### src/pkg/dac_pkg.sv
// Constants, types and state record for the dual alarm comparator.
package dac_pkg;

	// ------------------------------------------------------------------
	// Timing
	// ------------------------------------------------------------------
	localparam int CLK_PERIOD_NS  = 10;
	localparam int TICK_PERIOD_NS = 500_000_000;
	localparam int TICK_CYCLES    = TICK_PERIOD_NS / CLK_PERIOD_NS;
	localparam int TICKS_PER_SEC  = 2;

	// ------------------------------------------------------------------
	// Widths and ranges
	// ------------------------------------------------------------------
	localparam int RATE_W  = 20;
	localparam int TOTAL_W = 27;
	localparam int SECS_W  = 12;
	localparam int TIMER_W = 13;
	localparam int CNT_W   = 32;
	localparam int CHANS   = 2;

	localparam logic [TOTAL_W-1:0] RATE_MAX   = 27'h00F423F;
	localparam logic [TOTAL_W-1:0] TOTAL_MAX  = 27'h5F5E0FF;
	localparam logic [SECS_W-1:0]  SECS_MAX   = 12'hE10;
	localparam logic [TOTAL_W-RATE_W-1:0] RATE_PAD = 7'h00;

	// ------------------------------------------------------------------
	// Selections
	// ------------------------------------------------------------------
	localparam logic FLOW_RATE_CHOICE       = 1'b0;
	localparam logic ACCUMULATED_SUM_CHOICE = 1'b1;
	localparam logic TRIP_HIGH              = 1'b0;
	localparam logic TRIP_LOW               = 1'b1;

	// ------------------------------------------------------------------
	// Channel defaults, also restored on a change of monitored quantity
	// ------------------------------------------------------------------
	localparam logic [TOTAL_W-1:0] DEFAULT_THRESHOLD = 27'h0000000;
	localparam logic [RATE_W-1:0]  DEFAULT_BAND      = 20'h00000;
	localparam logic [SECS_W-1:0]  DEFAULT_SECONDS   = 12'h000;
	localparam logic               DEFAULT_DIRECTION = 1'b0;
	localparam logic               DEFAULT_CLOSED    = 1'b0;
	localparam logic               DEFAULT_ALT       = 1'b0;

	typedef enum logic [1:0] {
		DAC_IDLE,
		DAC_DELAY,
		DAC_ACTIVE,
		DAC_SILENCED
	} dac_phase_type;

	typedef struct packed {
		logic [CHANS-1:0][TOTAL_W-1:0] threshold;
		logic [CHANS-1:0][RATE_W-1:0]  band;
		logic [CHANS-1:0][SECS_W-1:0]  delay;
		logic [CHANS-1:0][SECS_W-1:0]  silence;
		logic [CHANS-1:0]              quantity;
		logic [CHANS-1:0]              direction;
		logic [CHANS-1:0]              closed_idle;
		logic [CHANS-1:0]              alt_option;
		logic [CHANS-1:0]              enabled;
		logic [CHANS-1:0][TIMER_W-1:0] timer;
		dac_phase_type [CHANS-1:0]     phase;
		logic [CHANS-1:0]              accept_pending;
		logic [CNT_W-1:0]              tick_count;
		logic                          blink;
		logic [2:0]                    btn_sync;
		logic                          btn_level;
		logic [CHANS-1:0]              switch_closed;
		logic [CHANS-1:0]              annunciator;
		logic [CHANS-1:0]              label_show;
	} dac_state_type;

	// All defaults are zero, so the reset record is all zero.
	localparam dac_state_type DAC_RESET_STATE = '0;

endpackage : dac_pkg

### src/logic/dac_dual_alarm_comparator.sv
// Two independent rate/total alarm channels with delay and silence.
`timescale 1ns/1ps

module dac_dual_alarm_comparator #(
	parameter int TICK_CYCLES = dac_pkg::TICK_CYCLES
) (
	// Clock and reset
	input  wire logic                         clk,
	input  wire logic                         rst_b,
	// Measured values, same clock domain
	input  wire logic [dac_pkg::RATE_W-1:0]   rate_value,
	input  wire logic [dac_pkg::TOTAL_W-1:0]  total_value,
	// Channel configuration, stored on a per-channel write strobe
	input  wire logic [1:0]                   cfg_write,
	input  wire logic                         monitored_quantity_select,
	input  wire logic                         trip_direction_select,
	input  wire logic                         cfg_closed_idle,
	input  wire logic [dac_pkg::TOTAL_W-1:0]  cfg_threshold,
	input  wire logic [dac_pkg::RATE_W-1:0]   release_band,
	input  wire logic [dac_pkg::SECS_W-1:0]   activation_delay_seconds,
	input  wire logic [dac_pkg::SECS_W-1:0]   cfg_silence_seconds,
	input  wire logic                         alternating_display_option,
	// Enable, written apart from the rest of the configuration
	input  wire logic [1:0]                   enable_write,
	input  wire logic                         enable_value,
	// Front panel accept push button, asynchronous pin
	input  wire logic                         accept_button,
	// Switch drive, high closes the switch
	output logic      [1:0]                   switch_closed,
	// Display annunciators and alternating label request
	output logic      [1:0]                   annunciator_on,
	output logic      [1:0]                   label_show,
	// Status
	output logic      [1:0]                   alarm_enabled,
	output logic      [1:0]                   quantity_status
);

	// ------------------------------------------------------------------
	// State
	// ------------------------------------------------------------------
	dac_pkg::dac_state_type state;
	dac_pkg::dac_state_type next_state;

	// ------------------------------------------------------------------
	// Next-state logic
	// ------------------------------------------------------------------
	always_comb begin
		logic                        tick;
		logic                        press;
		logic                        held;
		logic                        cond;
		logic [dac_pkg::TOTAL_W-1:0] value;
		logic [dac_pkg::TOTAL_W-1:0] sp;
		logic [dac_pkg::TOTAL_W-1:0] band;
		logic [dac_pkg::TOTAL_W-1:0] floor_val;
		logic [dac_pkg::TOTAL_W-1:0] lim;
		tick      = 1'b0;
		press     = 1'b0;
		held      = 1'b0;
		cond      = 1'b0;
		value     = '0;
		sp        = '0;
		band      = '0;
		floor_val = '0;
		lim       = '0;
		next_state = state;

		// Half-second compare tick, independent of any display rate.
		tick = (state.tick_count == dac_pkg::CNT_W'(TICK_CYCLES - 1));
		if (tick) begin
			next_state.tick_count = '0;
			next_state.blink      = ~state.blink;
		end else begin
			next_state.tick_count = state.tick_count + 32'h00000001;
		end

		// The first stage only feeds the second; a change is taken once
		// the second and third stages agree, which rejects one-cycle
		// glitches at the cost of two cycles of latency.
		next_state.btn_sync = {state.btn_sync[1:0], accept_button};
		if ((state.btn_sync[1] == state.btn_sync[2]) &&
		    (state.btn_level != state.btn_sync[2])) begin
			next_state.btn_level = state.btn_sync[2];
			press                = state.btn_sync[2];
		end

		for (int ch = 0; ch < dac_pkg::CHANS; ch++) begin
			// Comparison on the tick, using the stored settings.
			if (state.quantity[ch] == dac_pkg::ACCUMULATED_SUM_CHOICE) begin
				value = total_value;
			end else begin
				value = {dac_pkg::RATE_PAD, rate_value};
			end
			sp        = state.threshold[ch];
			band      = {dac_pkg::RATE_PAD, state.band[ch]};
			held      = (state.phase[ch] != dac_pkg::DAC_IDLE);
			floor_val = (band > sp) ? '0 : sp - band;
			if (state.direction[ch] == dac_pkg::TRIP_LOW) begin
				cond = (value <= sp);
			end else if (held && (state.quantity[ch] ==
			             dac_pkg::FLOW_RATE_CHOICE)) begin
				cond = (value >= floor_val);
			end else begin
				cond = (value >= sp);
			end

			if (!state.enabled[ch]) begin
				next_state.phase[ch] = dac_pkg::DAC_IDLE;
			end else if (tick) begin
				case (state.phase[ch])
					dac_pkg::DAC_IDLE: begin
						if (cond && (state.delay[ch] == '0)) begin
							next_state.phase[ch] = dac_pkg::DAC_ACTIVE;
						end else if (cond) begin
							next_state.phase[ch] = dac_pkg::DAC_DELAY;
							next_state.timer[ch] =
								dac_pkg::TIMER_W'(state.delay[ch]) *
								dac_pkg::TIMER_W'(dac_pkg::TICKS_PER_SEC);
						end
					end
					dac_pkg::DAC_DELAY: begin
						if (!cond) begin
							next_state.phase[ch] = dac_pkg::DAC_IDLE;
						end else if (state.timer[ch] <= 13'h0001) begin
							next_state.phase[ch] = dac_pkg::DAC_ACTIVE;
						end else begin
							next_state.timer[ch] = state.timer[ch] - 13'h0001;
						end
					end
					dac_pkg::DAC_ACTIVE: begin
						if (!cond) begin
							next_state.phase[ch] = dac_pkg::DAC_IDLE;
						end else if (state.accept_pending[ch] &&
						             (state.silence[ch] != '0)) begin
							next_state.phase[ch] = dac_pkg::DAC_SILENCED;
							next_state.timer[ch] =
								dac_pkg::TIMER_W'(state.silence[ch]) *
								dac_pkg::TIMER_W'(dac_pkg::TICKS_PER_SEC);
						end
					end
					default: begin
						if (!cond) begin
							next_state.phase[ch] = dac_pkg::DAC_IDLE;
						end else if (state.timer[ch] <= 13'h0001) begin
							next_state.phase[ch] = dac_pkg::DAC_ACTIVE;
						end else begin
							next_state.timer[ch] = state.timer[ch] - 13'h0001;
						end
					end
				endcase
			end

			// Accept is held until the next tick; a press in the tick
			// cycle itself wins over the clear so it is not lost.
			if (tick) begin
				next_state.accept_pending[ch] = 1'b0;
			end
			if (press && (state.silence[ch] != '0)) begin
				next_state.accept_pending[ch] = 1'b1;
			end

			if (enable_write[ch]) begin
				next_state.enabled[ch] = enable_value;
			end

			// Configuration write; a new quantity stores nothing else.
			if (cfg_write[ch] &&
			    (monitored_quantity_select != state.quantity[ch])) begin
				next_state.quantity[ch]    = monitored_quantity_select;
				next_state.threshold[ch]   = dac_pkg::DEFAULT_THRESHOLD;
				next_state.band[ch]        = dac_pkg::DEFAULT_BAND;
				next_state.delay[ch]       = dac_pkg::DEFAULT_SECONDS;
				next_state.silence[ch]     = dac_pkg::DEFAULT_SECONDS;
				next_state.direction[ch]   = dac_pkg::DEFAULT_DIRECTION;
				next_state.closed_idle[ch] = dac_pkg::DEFAULT_CLOSED;
				next_state.alt_option[ch]  = dac_pkg::DEFAULT_ALT;
				next_state.enabled[ch]     = 1'b0;
				next_state.phase[ch]       = dac_pkg::DAC_IDLE;
				next_state.accept_pending[ch] = 1'b0;
			end else if (cfg_write[ch]) begin
				lim = (state.quantity[ch] == dac_pkg::FLOW_RATE_CHOICE) ?
					dac_pkg::RATE_MAX : dac_pkg::TOTAL_MAX;
				next_state.threshold[ch] = (cfg_threshold > lim) ?
					lim : cfg_threshold;
				next_state.band[ch] = (state.quantity[ch] ==
					dac_pkg::FLOW_RATE_CHOICE) ?
					release_band : dac_pkg::DEFAULT_BAND;
				next_state.delay[ch] =
					(activation_delay_seconds > dac_pkg::SECS_MAX) ?
					dac_pkg::SECS_MAX : activation_delay_seconds;
				next_state.silence[ch] =
					(cfg_silence_seconds > dac_pkg::SECS_MAX) ?
					dac_pkg::SECS_MAX : cfg_silence_seconds;
				next_state.direction[ch]   = trip_direction_select;
				next_state.closed_idle[ch] = cfg_closed_idle;
				next_state.alt_option[ch]  = alternating_display_option;
			end

			// A cleared enable idles the channel in the same cycle, so the
			// annunciator and label never outlive the enable flag; the switch takes its idle position.
			if (!next_state.enabled[ch]) begin
				next_state.phase[ch] = dac_pkg::DAC_IDLE;
			end

			// Registered outputs follow the next phase so they line up
			// with it in the same cycle.
			next_state.switch_closed[ch] =
				(next_state.phase[ch] == dac_pkg::DAC_ACTIVE) ^
				next_state.closed_idle[ch];
			if (next_state.phase[ch] == dac_pkg::DAC_ACTIVE) begin
				next_state.annunciator[ch] = 1'b1;
			end else if (next_state.phase[ch] == dac_pkg::DAC_IDLE) begin
				next_state.annunciator[ch] = 1'b0;
			end else begin
				next_state.annunciator[ch] = next_state.blink;
			end
			next_state.label_show[ch] = next_state.alt_option[ch] &&
				(next_state.phase[ch] == dac_pkg::DAC_ACTIVE) &&
				next_state.blink;
		end
	end

	// ------------------------------------------------------------------
	// State register
	// ------------------------------------------------------------------
	always_ff @(posedge clk or negedge rst_b) begin
		if (!rst_b) begin
			state <= dac_pkg::DAC_RESET_STATE;
		end else begin
			state <= next_state;
		end
	end

	// ------------------------------------------------------------------
	// Outputs
	// ------------------------------------------------------------------
	assign switch_closed   = state.switch_closed;
	assign annunciator_on  = state.annunciator;
	assign label_show      = state.label_show;
	assign alarm_enabled   = state.enabled;
	assign quantity_status = state.quantity;

endmodule : dac_dual_alarm_comparator

### config.mk
export PLATFORM = sky130hd
export DESIGN_NAME = dac_dual_alarm_comparator
export DESIGN_NICKNAME = d
export VERILOG_FILES = /design/src/pkg/dac_pkg.sv /design/src/logic/dac_dual_alarm_comparator.sv
export SDC_FILE = /design/constraint.sdc
export NUM_CORES = 1
export LEC_CHECK = 0
export BUFFER_PORTS_ARGS = -buffer_cell sky130_fd_sc_hd__buf_2
export CORE_MARGIN = 5
export CORE_UTILIZATION = 39
export DETAILED_ROUTE_END_ITERATION = 7
export HOLD_SLACK_MARGIN = 0.02
export PLACE_DENSITY = 0.66
export SYNTH_ARGS = -nofsm -noshare
export SYNTH_HDL_FRONTEND = slang
export SYNTH_SLANG_ARGS = --single-unit
### constraint.sdc
create_clock -name clk -period 7.51 [get_ports clk]
set_clock_uncertainty 0.1 [all_clocks]
set_input_delay 1.502 -clock clk [delete_from_list [all_inputs] [get_ports clk]]
set_output_delay 1.502 -clock clk [all_outputs]
set_load 0.005 [all_outputs]
; Word-level counts from Yosys, hierarchy flattened
; Cells that the tools add are included.
[word_totals]
output_inout_bits = 10
ff_bits = 227
input_bits = 130
wordCells = 194
[classes]
muxes = 96
addsub = 5
n_reduce_logical = 31
n_lt_le_gt_ge = 14
eq_ne = 15
bitwise = 5
[op_table]
columns = cell, count
row1 = 2-to-1 mux 27 bit, 12
row2 = 2-to-1 mux 13 bit, 12
row3 = 2-to-1 mux 12 bit, 10
row4 = 2-to-1 mux 20 bit, 6
row5 = >= comparator 27 bit, 4
row6 = > comparator 20 x 27 -> 1 bit, 2
row7 = > comparator 27 bit, 2
row8 = <= comparator 27 bit, 2
row9 = subtractor 27 x 20 -> 27 bit, 2
row10 = one-hot mux 13 bit (2 select lines), 2
row11 = 2-to-1 mux 2 bit, 20
row12 = adder 32 x 1 -> 32 bit (second input constant), 1
row13 = == test 32 x 26 -> 1 bit (second input constant), 1
row14 = 2-to-1 mux 32 bit, 1
row15 = 2-to-1 mux 1 bit, 31
row16 = <= comparator 13 x 1 -> 1 bit (second input constant), 2
row17 = subtractor 13 x 1 -> 13 bit (second input constant), 2
row18 = > comparator 12 bit (second input constant), 2
row19 = logical NOT 12 bit, 2
row20 = nonzero test 12 bit, 2
row21 = logical AND 1 bit, 15
row22 = AND reduction 6 bit, 2
row23 = == test 2 bit (second input constant), 4
row24 = logical NOT 2 bit, 4
row25 = 9 further kinds, 23

; Depth between registers and ports, before layout
; Gate-level depths: netlist of the first run.
[depth]
depth_word = 15
mapped_depth = 25
ltp_nobuf = 23

; Worst setup path after synthesis of the first run
; Ideal clock, no wire load.
[synth_timing]
kind = register to register
from = reg state[173] (netlist name)
to = reg state[58] (netlist name)
arrival_time_ps = 4627
slack_ps = 2647
required_ps = 7273
setup_ps = 137
stages_incl_launch_ff = 25
path_buffers = 2
path_cell_list = dfrtp_1 > inv_1 > ha_1 > inv_1 > fa_1 > a21oi_1 > a2bb2oi_1 > a22o_1 > o211ai_1 > a2111oi_0 > o31ai_1 > nor2_1 > and4_1 > a21oi_2 > ha_1 > nand2_1 > o211ai_1 > a41o_1 > o211ai_1 > nor4_2 > and3_1 > buf_2 > buf_2 > a21o_1 > a21oi_1
[synth_between]
elab_chain_len = 8
elab_cells_between_ends = 11
cone_classes = 1 x add/sub / 4 x order compare / 1 x eq/ne / 3 x mux / 2 x reduce/logical
[synth_lines]
columns = element, line_no
row1 = "start, declared", dac_dual_alarm_comparator.sv:41  ; dac_pkg::dac_state_type state;
row2 = "start signal, assigned", dac_dual_alarm_comparator.sv:228  ; state <= dac_pkg::DAC_RESET_STATE;
row3 = "start signal, assigned", dac_dual_alarm_comparator.sv:230  ; state <= next_state;
row4 = subtractor 27 x 20 -> 27 bit / > comparator 20 x 27 -> 1 bit (equally long branches), dac_dual_alarm_comparator.sv:97  ; floor_val = (band > sp) ? '0 : sp - band;
row5 = 2-to-1 mux 27 bit, dac_dual_alarm_comparator.sv:97
row6 = >= comparator 27 bit, dac_dual_alarm_comparator.sv:102  ; cond = (value >= floor_val);
row7 = 2-to-1 mux 1 bit, dac_dual_alarm_comparator.sv:100  ; end else if (held && (state.quantity[ch] ==
row8 = 2-to-1 mux 1 bit *, dac_dual_alarm_comparator.sv:98  ; if (state.direction[ch] == dac_pkg::TRIP_LOW) begin
row9 = logical AND 1 bit, dac_dual_alarm_comparator.sv:112  ; if (cond && (state.delay[ch] == '0)) begin
row10 = != test 2 bit (no line), n/a
row11 = AND reduction 6 bit (no line) *, n/a
; Mark *: on every way between the ends. The rest lies on a longest branch, timed or not.
; A chain may end at the register's enable or synchronous reset.

; Worst setup path in the final report of the first run
; Ends and elaborated chain as after synthesis.

==> flow_summary.toml, run 1 <==
[synth]
syn_avg_cell_area_um2 = 8.34
synth.yosys.warnings = 0
synth.top_cell.area_share_pct = 34.3
synth.cells.most_frequent = "nand2_1 (234), dfrtp_1 (227), ha_1 (179)"
synth_top_family_by_area = "compound AO/OA/AOI/OAI gates"
synth_compound_area_share_pct = 19.8
post_synthesis_instance_total = 1984
ys_seq_elements = 227
synth-async-reset-ratio_pct = 100
yosys.cell_count.top_type = "nand2_1"
synth_top_flop_cell = "dfrtp_1"
synthAdderAreaFrac_pct = 13.8
synthTopCellsByArea = "dfrtp_1 (34%), ha_1 (14%), nand2_1 (5.3%)"
synth.distinct_cells = 73
seq_area_frac_synth_pct = 34.3
parity_gate_share_of_the_synthesized_area_counting_xor_and_xnor_cells_pct = 3.17
number_of_synthesized_flops_with_an_enable_pin = 0
synthDominantAreaCellType = "dfrtp_1"
synthesis.nets = 2295
share_of_cell_area_taken_by_muxes_after_synthesis_pct = 3.50
post_synth_and_or_nand_nor_area_fraction_pct = 19.4
netlist_area_mm2 = 0.0166

[pwr]
power_density_mw_per_mm2 = 219
cell_internal_pwr_mw = 2.62
switching_share_pct = 35.4
pwr-share-seq_pct = 34.2
irDropWorstVdd_mv = 0.163
power_switching_mw = 1.44
p_leak_nw = 8.67
design_power_total_mw = 4.06
power_frac_comb_pct = 34.4
clock_power_share_pct = 31.4

[timing]
tcrit_tclk_final_pct = 80.9
finalCriticalPeriod_ns = 6.08
setup-tns-final_ns = 0
finalWorstSetupSlack_ns = 1.43
unrepaired_setup_endpoints_after_global_routing = "false"
max_clock_freq_mhz = 165
tightestPinTransition_ns = 1.09
setup_violations = 0
final_hold_viol_count = 0
relSlewSlack_pct = 26.5
final_max_slew_viol_count = 0

[critical_path]
total_buffers_and_inverters_traversed_by_the_critical_path = 2
worstReg2RegStart = "state[173]"
critical_path_class = "reg -> reg"
crit_start = "state[173]"
worst_ep_arrival_time_ns = 6.38
end_kind = "flop"
max_stage_delay_ns = 0.79
reg2reg_depth = 22
critPathMaxFanout = 25
cpLargestDelayFamily = "compound AO/OA/AOI/OAI gates"
critical_path.cell_chain = "inv_1 > ha_1 > inv_1 > fa_1 > a21oi_1 > a2bb2oi_1 > a22o_1 > o211ai_1 > a2111oi_0 > o31ai_1 > nor2_1 > and4_1 > a21oi_2 > ha_1 > nand2_1 > o211ai_1 > a41o_1 > o211ai_1 > nor4_2 > and3_1 > a21o_1 > a21oi_1"
worst_path_max_delay_cell = "and3_1"
worstSetupPathDepth = 22
crit_required_ns = 7.81
cp_common_cell = "o211ai_1"
critPathLaunchType = "flop"

[layout]
stdcell_area_mm2 = 0.0185
fillerInstances = 4132
syn_to_final_growth_pct = 12.0
layout-drive-gt1-share_pct = 11.7
fin_nets = 2397

[cts]
ctsHoldBuffers = 0
worstSkewPairLatency_ns = 0.55
cts_tree = "built"
path_clk_slew_ns = 0.06
cts-buffers-inserted = 26
cts-root-buf = "clkbuf_16"
cts.htree.levels = 1
clkSinkCount = 227
ctsResizeCount = 0
postCtsSetupBuffers = 0
cts_max_path_buffers = 3

[place]
pre_cts_ws_ns = 1.52
detailedPlacementHpwl_mm = 40.4
gp_congestion = 0.976
postPlaceCellArea_mm2 = 0.0177
port_buffers = 139

[route]
drtIter0Drc = 1349
route.detailed.wl_per_inst_um = 19.5
ant_nets = 0
average_via_count_per_standard_cell = 5.63
vias = 14900
wl_mm = 51.5
remaining_drc_errors = 0
detail_route.first_pass.iterations = 5

[floorplanning]
placementRows = 75
io_pins = 140
die_footprint_mm2 = 0.0467
floorplan.die.height_um = 216
floorplan_core_area_mm2 = 0.0419
initial_utilization_pct = 39.5
die_x_um = 216

[grt]
first_global_vias = 14400
grt.total_usage_pct = 21.3
grt_start_max_net_pins = 123
global_route.overflow_total = 0
grt_pass1_wl_mm = 80.3
antenna_violations_before_repair = 1

[run]
max_cap_violations = 0

[worst_hold_path]
holdCritPathClass = "reg -> reg"
whs_path_depth = 0
timing.hold.worst.start = "next_state[9]"

[run_status]
outcome = "finished, final reports clean"
-- cell type report --
class                   instances  area, um2  area share, %
repair buffers                150        791           4.26
diodes                          2       5.00         0.0270
clock buffers                  36        718           3.87
flip-flops and latches        227       5680           30.6
inverters                     173        649           3.50
multi-input cells            1508       9900           53.4
clock inverters                12        126          0.682
well taps                     539        674           3.64
-- routing by layer --
metal	GRT usage (%)	wire length [um]	share of wire (%)
met4	6.89	1730	3.4
met1	30.8	23900	46
met2	33.5	23000	45
met5	0	0	0
met3	2.45	2880	5.6
-- final timing paths --
| kind | end | slack (ns) |
|---|---|---|
| setup / recovery | state[58] | 1.43 |
| hold / removal | state[9] | 0.32 |
| setup reg to reg | state[58] | 1.43 |
| hold reg to reg | state[9] | 0.32 |
| max in group asynchronous | state[95] | 4.63 |
| min in group asynchronous | state[177] | 0.95 |
-- power by group through the flow --
stage	Sequential, mW	Clock [mW]	Combinational, mW
floorplan	1.38	0	0.981
global placement	1.40	0	1.32
detailed placement	1.41	0	1.37
CTS	1.39	1.30	1.38
global route	1.40	1.35	1.57
finish	1.39	1.28	1.40
-- logic make-up (layout without fill, tap and decap cells) --
group / after synthesis / after routing
simple gates: 674 / 674
fa+ha+maj: 182 / 182
compound gates: 539 / 539
mux: 53 / 53
buf+inv: 249 / 371
flops: 227 / 227
xor+xnor: 60 / 60
other cells: 0 / 2
-- metrics by stage --
step / hold slack [ns] / util [%] / std cells
5_1_grt: 0.339 / 44.2 / 2646
2_1_floorplan: 0.231 / - / 1984
3_3_place_gp: 0.297 / 42.2 / 2597
6_report: 0.318 / 44.2 / 2647
4_1_cts: 0.322 / 44.2 / 2645
3_5_place_dp: 0.311 / 42.2 / 2597
-- cells in the final DEF, fill, tap and decap left out, drive strengths merged, types with 15 or more instances in the layout --
| cell | n |
|---|---|
| o22ai | 22 |
| nand3 | 62 |
| or3 | 19 |
| a21o | 44 |
| nor3 | 34 |
| a211oi | 23 |
| nor4 | 24 |
| o21ai | 176 |
| a21oi | 146 |
| o211ai | 31 |
| nor2 | 154 |
| buf | 150 |
| nand4 | 29 |
| and2 | 26 |
| clkbuf | 36 |
| nand2b | 15 |
| xor2 | 28 |
| xnor2 | 32 |
| ha | 179 |
| dfrtp | 227 |
| inv | 173 |
| a31oi | 21 |
| mux2 | 39 |
| nand2 | 235 |
| o21a | 18 |
| and3 | 25 |
-- registers in the layout, summed over array words and instances (netlist names) --
signal / flops
alarm_enabled: 2
next_state: 2
label_show: 2
annunciator_on: 2
switch_closed: 2
quantity_status: 2
state: 215
No activity file was read; power rests on OpenSTA's default activity.
==> run 2, diff against run 1 <==
Clock period 7.51 ns to 5.7 ns, I/O delays scaled along.
==> flow_summary.toml, run 2 (synthesis results as in run 1) <==
[run_status]
outcome = "finished, final reports clean"

[route]
remaining_drc_errors = 0
detail_route.first_pass.iterations = 5
wl_mm = 51.7
average_via_count_per_standard_cell = 5.66
route.detailed.wl_per_inst_um = 19.4
drtIter0Drc = 1176
ant_nets = 0
vias = 15100

[place]
port_buffers = 139
detailedPlacementHpwl_mm = 40.8
gp_congestion = 0.994
numPlacedInstances = 2606

[layout]
registers.top_by_ff_count = "state"
syn_to_final_growth_pct = 12.9
layout_common_cells = "nand2_1 (234), dfrtp_1 (227), ha_1 (179)"
layout-drive-gt1-share_pct = 12.2
cell_count_final_fillers_out = 2660
post-route-util_pct = 44.6
most_frequent_standard_cell_in_the_layout_excluding_fill_and_tap_cells = "nand2_1"
fin_nets = 2406
number_of_flip_flops_under_the_largest_register_name = 215

[floorplanning]
floorplan_core_area_mm2 = 0.0419
io_pins = 140
floorplan.die.height_um = 216
die_x_um = 216
placementRows = 75
initial_utilization_pct = 39.5
die_footprint_mm2 = 0.0467

[critical_path]
critical_path_class = "reg -> reg"
max_stage_delay_ns = 0.41
crit_required_ns = 6.09
worst_path_max_delay_cell = "dfrtp_1"
critPathLaunchType = "flop"
critPathMaxFanout = 19
end_kind = "flop"
critical_path.cell_chain = "ha_1 > nor2b_1 > o21a_1 > o21ai_0 > a211o_1 > a31oi_1 > o211ai_1 > a21boi_2 > nand2b_1 > buf_4 > nand2_1 > ha_1 > nand4_1 > or3_1 > o2111ai_1 > nand2_1 > a2bb2oi_1 > buf_4 > nand2_2 > a211oi_1 > a21o_1"
worst_ep_arrival_time_ns = 5.67

[timing]
setup-tns-final_ns = 0
tcrit_tclk_final_pct = 92.5
final_max_slew_viol_count = 0
setup_violations = 0
max_clock_freq_mhz = 190
finalCriticalPeriod_ns = 5.27
unrepaired_setup_endpoints_after_global_routing = "false"
relSlewSlack_pct = 23.9
final_hold_viol_count = 0
tightestPinTransition_ns = 1.13

[cts]
cts_max_path_buffers = 3
cts-buffers-inserted = 25
cts.htree.levels = 1
clkSinkCount = 227
cts-root-buf = "clkbuf_16"
path_clk_slew_ns = 0.06
worstSkewPairLatency_ns = 0.56
cts_tree = "built"

[grt]
global_route.overflow_total = 0
grt_start_max_net_pins = 105
grt.total_usage_pct = 21.3
first_global_vias = 14400
grt_pass1_wl_mm = 80.2
antenna_violations_before_repair = 7

[pwr]
p_leak_nw = 8.75
power_density_mw_per_mm2 = 289
irDropWorstVdd_mv = 0.222

[worst_hold_path]
holdCritPathClass = "reg -> reg"

[run]
max_cap_violations = 0
-- run 2: cell types whose count changed in the layout (fill, tap and decap cells not counted), sizes merged --
cell / previous run / this run
buf: 150 / 160
bufinv: 2 / 3
clkinv: 8 / 6
clkinvlp: 2 / 0
diode: 2 / 7
inv: 173 / 174
-- run 2: cell type report --
type | count | area, um2
clock buffers | 36 | 727
fillers | 4133 | 23300
repair buffers | 160 | 891
multi-input cells | 1508 | 9910
flip-flops and latches | 227 | 5680
clock inverters | 10 | 144
inverters | 173 | 649
diodes | 7 | 17.5
well taps | 539 | 674
-- run 2: timing repair --
action	CTS	global route
hold endpoints to repair	0	0
buffers inserted	0	1
gates resized for setup	0	4
hold buffers	0	0
endpoints found under the setup margin	0	26
-- run 2: through the flow --
stage / total power, mW / hold slack [ns] / setup slack [ns] / area, um2
3_3_place_gp: 3.61 / 0.293 / 0.327 / 17800
4_1_cts: 5.41 / 0.310 / 0.190 / 18600
2_1_floorplan: 3.11 / 0.231 / 0.837 / 16600
5_1_grt: 5.73 / 0.323 / 0.0123 / 18700
6_report: 5.39 / 0.304 / 0.425 / 18700
3_5_place_dp: 3.67 / 0.304 / 0.225 / 17800
-- run 2: critical path: cells and delay by family, from the launching register on --
kind / cells / cell delay [ns]
fa+ha+maj: 2 / 0.60
buf+inv: 2 / 0.47
compound gates: 10 / 2.29
simple gates: 7 / 1.34
flops: 1 / 0.41
-- run 2: where the power goes --
part | leakage (nW) | total, mW | internal (mW) | switching [mW]
Combinational | 5.38 | 1.84 | 0.759 | 1.08
Sequential | 2.94 | 1.83 | 1.73 | 0.102
Clock | 0.433 | 1.72 | 1.03 | 0.692
Total | 8.75 | 5.39 | 3.52 | 1.87
-- run 2: layer usage --
layer / wire [um] / track usage, % / vias to the layer above
met3: 3140 / 2.31 / 102
li1: - / - / 7282
met1: 23700 / 30.7 / 7222
met4: 1870 / 7.72 / 0
met5: 0 / 0 / -
met2: 23000 / 33.3 / 447
-- run 2: worst paths after layout --
kind | slack, ns | cells past startpoint | to | start
hold reg to reg | 0.30 | 0 | state[9] | next_state[9]
setup reg to reg | 0.43 | 21 | state[63] | state[201]
min in group asynchronous | 0.52 | 1 | state[143] | rst_b
max in group asynchronous | 3.84 | 2 | state[17] | rst_b
hold / removal | 0.30 | 0 | state[9] | next_state[9]
setup / recovery | 0.43 | 21 | state[63] | state[201]
==> run 3, diff against run 2 <==
Settings changed: ABC_AREA set to 1, CTS_CLUSTER_SIZE set to 28, GPL_TIMING_DRIVEN set to 0.
==> flow_summary.toml, run 3 <==
[floorplanning]
initial_utilization_pct = 39.2
placementRows = 78
die_footprint_mm2 = 0.0497
die_x_um = 223
io_pins = 140
floorplan_core_area_mm2 = 0.0451
floorplan.die.height_um = 223

[place]
numPlacedInstances = 3208
port_buffers = 138
gp_congestion = 0.974
detailedPlacementHpwl_mm = 49.6

[pwr]
irDropWorstVdd_mv = 0.225
design_power_total_mw = 5.70
power_density_mw_per_mm2 = 285
p_leak_nw = 10.2

[timing]
final_hold_viol_count = 0
max_clock_freq_mhz = 197
setup-tns-final_ns = 0
setup_violations = 0
final_max_slew_viol_count = 0
tcrit_tclk_final_pct = 88.9
finalCriticalPeriod_ns = 5.07
unrepaired_setup_endpoints_after_global_routing = "false"
tightestPinTransition_ns = 0.929
finalHoldWorstSlack_ns = 0.247
relSlewSlack_pct = 37.4

[cts]
cts_max_path_buffers = 3
cts-root-buf = "clkbuf_16"
cts_tree = "built"
cts.htree.levels = 1
path_clk_slew_ns = 0.06
clkSinkCount = 227
cts-buffers-inserted = 26
worstSkewPairLatency_ns = 0.56
ctsResizeCount = 0
postCtsSetupBuffers = 0
ctsHoldBuffers = 0

[worst_hold_path]
holdCritPathClass = "reg -> reg"
worst_hold_path.endpoint = "next_state[9]"
timing.hold.worst.start = "next_state[8]"
whs_path_depth = 0

[critical_path]
reg2reg_depth = 25
timing.rr.end = "state[59]"
total_buffers_and_inverters_traversed_by_the_critical_path = 3
critPathLaunchType = "flop"
worst_ep_arrival_time_ns = 5.42
critPathMaxFanout = 10
max_stage_delay_ns = 0.47
critical_path_class = "reg -> reg"
crit_required_ns = 6.05
end_kind = "flop"
cpLargestDelayFamily = "simple AND/OR/NAND/NOR gates"
worst_path_max_delay_cell = "nor3_1"
r2r_slack_ns = 0.63
worstReg2RegStart = "state[133]"

[layout]
registers.top_by_ff_count = "state"
cell_count_final_fillers_out = 3255
most_frequent_standard_cell_in_the_layout_excluding_fill_and_tap_cells = "nand2_1"
layout_common_cells = "nand2_1 (493), inv_1 (404), dfrtp_1 (227)"
fin_nets = 2947
layout-drive-gt1-share_pct = 11.3
syn_to_final_growth_pct = 13.3
number_of_flip_flops_under_the_largest_register_name = 215

[grt]
antenna_violations_before_repair = 3
grt.total_usage_pct = 23.3
grt_pass1_wl_mm = 93.3
global_route.overflow_total = 0
first_global_vias = 17100
grt_start_max_net_pins = 93

[synth]
synth.cells.most_frequent = "nand2_1 (493), inv_1 (404), dfrtp_1 (227)"
synth-async-reset-ratio_pct = 100
seq_area_frac_synth_pct = 32.1
netlist_area_mm2 = 0.0177
synth.distinct_cells = 55
syn_avg_cell_area_um2 = 7.17
yosys.cell_count.top_type = "nand2_1"
synthDominantAreaCellType = "dfrtp_1"
ys_seq_elements = 227
synth.top_cell.area_share_pct = 32.1
synth.yosys.warnings = 0
synthTopCellsByArea = "dfrtp_1 (32%), ha_1 (13%), nand2_1 (10%)"
synth_top_flop_cell = "dfrtp_1"
synthesis.nets = 2779
post_synthesis_instance_total = 2468
number_of_synthesized_flops_with_an_enable_pin = 0

[run_status]
outcome = "finished, final reports clean"

[route]
vias = 17600
drtIter0Drc = 1481
remaining_drc_errors = 0
average_via_count_per_standard_cell = 5.41
route.detailed.wl_per_inst_um = 18.6
detail_route.first_pass.iterations = 6
wl_mm = 60.6
ant_nets = 0

[run]
max_cap_violations = 0
-- run 3: changes by cell type after synthesis, moves of 25 or more --
cell and change:
a21o_1 -36, o22ai_1 +54, and2_1 -26, o211ai_1 -27, xnor2_1 -27, nand3_1 +130
mux2_2 -39, inv_1 +231, or2_2 +25, nand2_1 +259
-- run 3: worst max-delay path by stage --
| stage | endpoint | slack [ns] | start | depth (start not counted) |
|---|---|---|---|---|
| final | state[59] | 0.63 | state[133] | 25 |
| after detailed placement | state[59] | 0.81 | state[133] | 29 |
| after global routing | state[59] | 0.21 | state[135] | 27 |
| after CTS | state[59] | 0.78 | state[135] | 27 |
| after global placement | next_state[8] | -0.75 | rst_b | 1 |
| after floorplan | switch_closed[1] | 2.01 | state[200] | 32 |
-- run 3: where the power goes --
part	switching, mW	leakage [nW]	internal (mW)
clock	0.720	0.417	0.949
combinational	1.41	6.87	0.807
sequential	0.0806	2.90	1.74
total	2.21	10.2	3.49
-- run 3: kinds of logic after synthesis --
logic type | share of synthesized area (%)
AOI/OAI and AO/OA | 16.4
xor gates and xnor gates | 1.97
adders and majority gates | 12.9
buffers and inverters | 11.0
DFF | 32.1
and+or+nand+nor | 25.7
-- run 3: per-layer routing --
layer,wire length [um],share of wire (%),GRT usage [%],vias up
li1,-,-,-,8560
met1,25600,42,30.5,8241
met2,27500,45,38.7,679
met3,4660,7.7,4.24,135
met4,2710,4.5,8.75,4
met5,29,0.048,0,-
-- run 3: stage by stage --
stage	util [%]	cell area [um2]	setup WS [ns]
final	44.5	20000	0.630
after global routing	44.4	20000	0.212
after CTS	44.4	20000	0.776
after detailed placement	42.6	19200	0.808
after global placement	42.4	19100	-0.753
after floorplan	-	17700	2.01
-- run 3: cell type report --
type / instances / area (um2)
Clock buffer: 34 / 731
Fill cell: 4706 / 25000
Timing Repair Buffer: 140 / 756
Tap cell: 600 / 751
Antenna cell: 2 / 5.00
Inverter: 418 / 1570
Sequential cell: 227 / 5680
Clock inverter: 11 / 111
Buffer: 79 / 374
Multi-Input combinational cell: 1744 / 10100
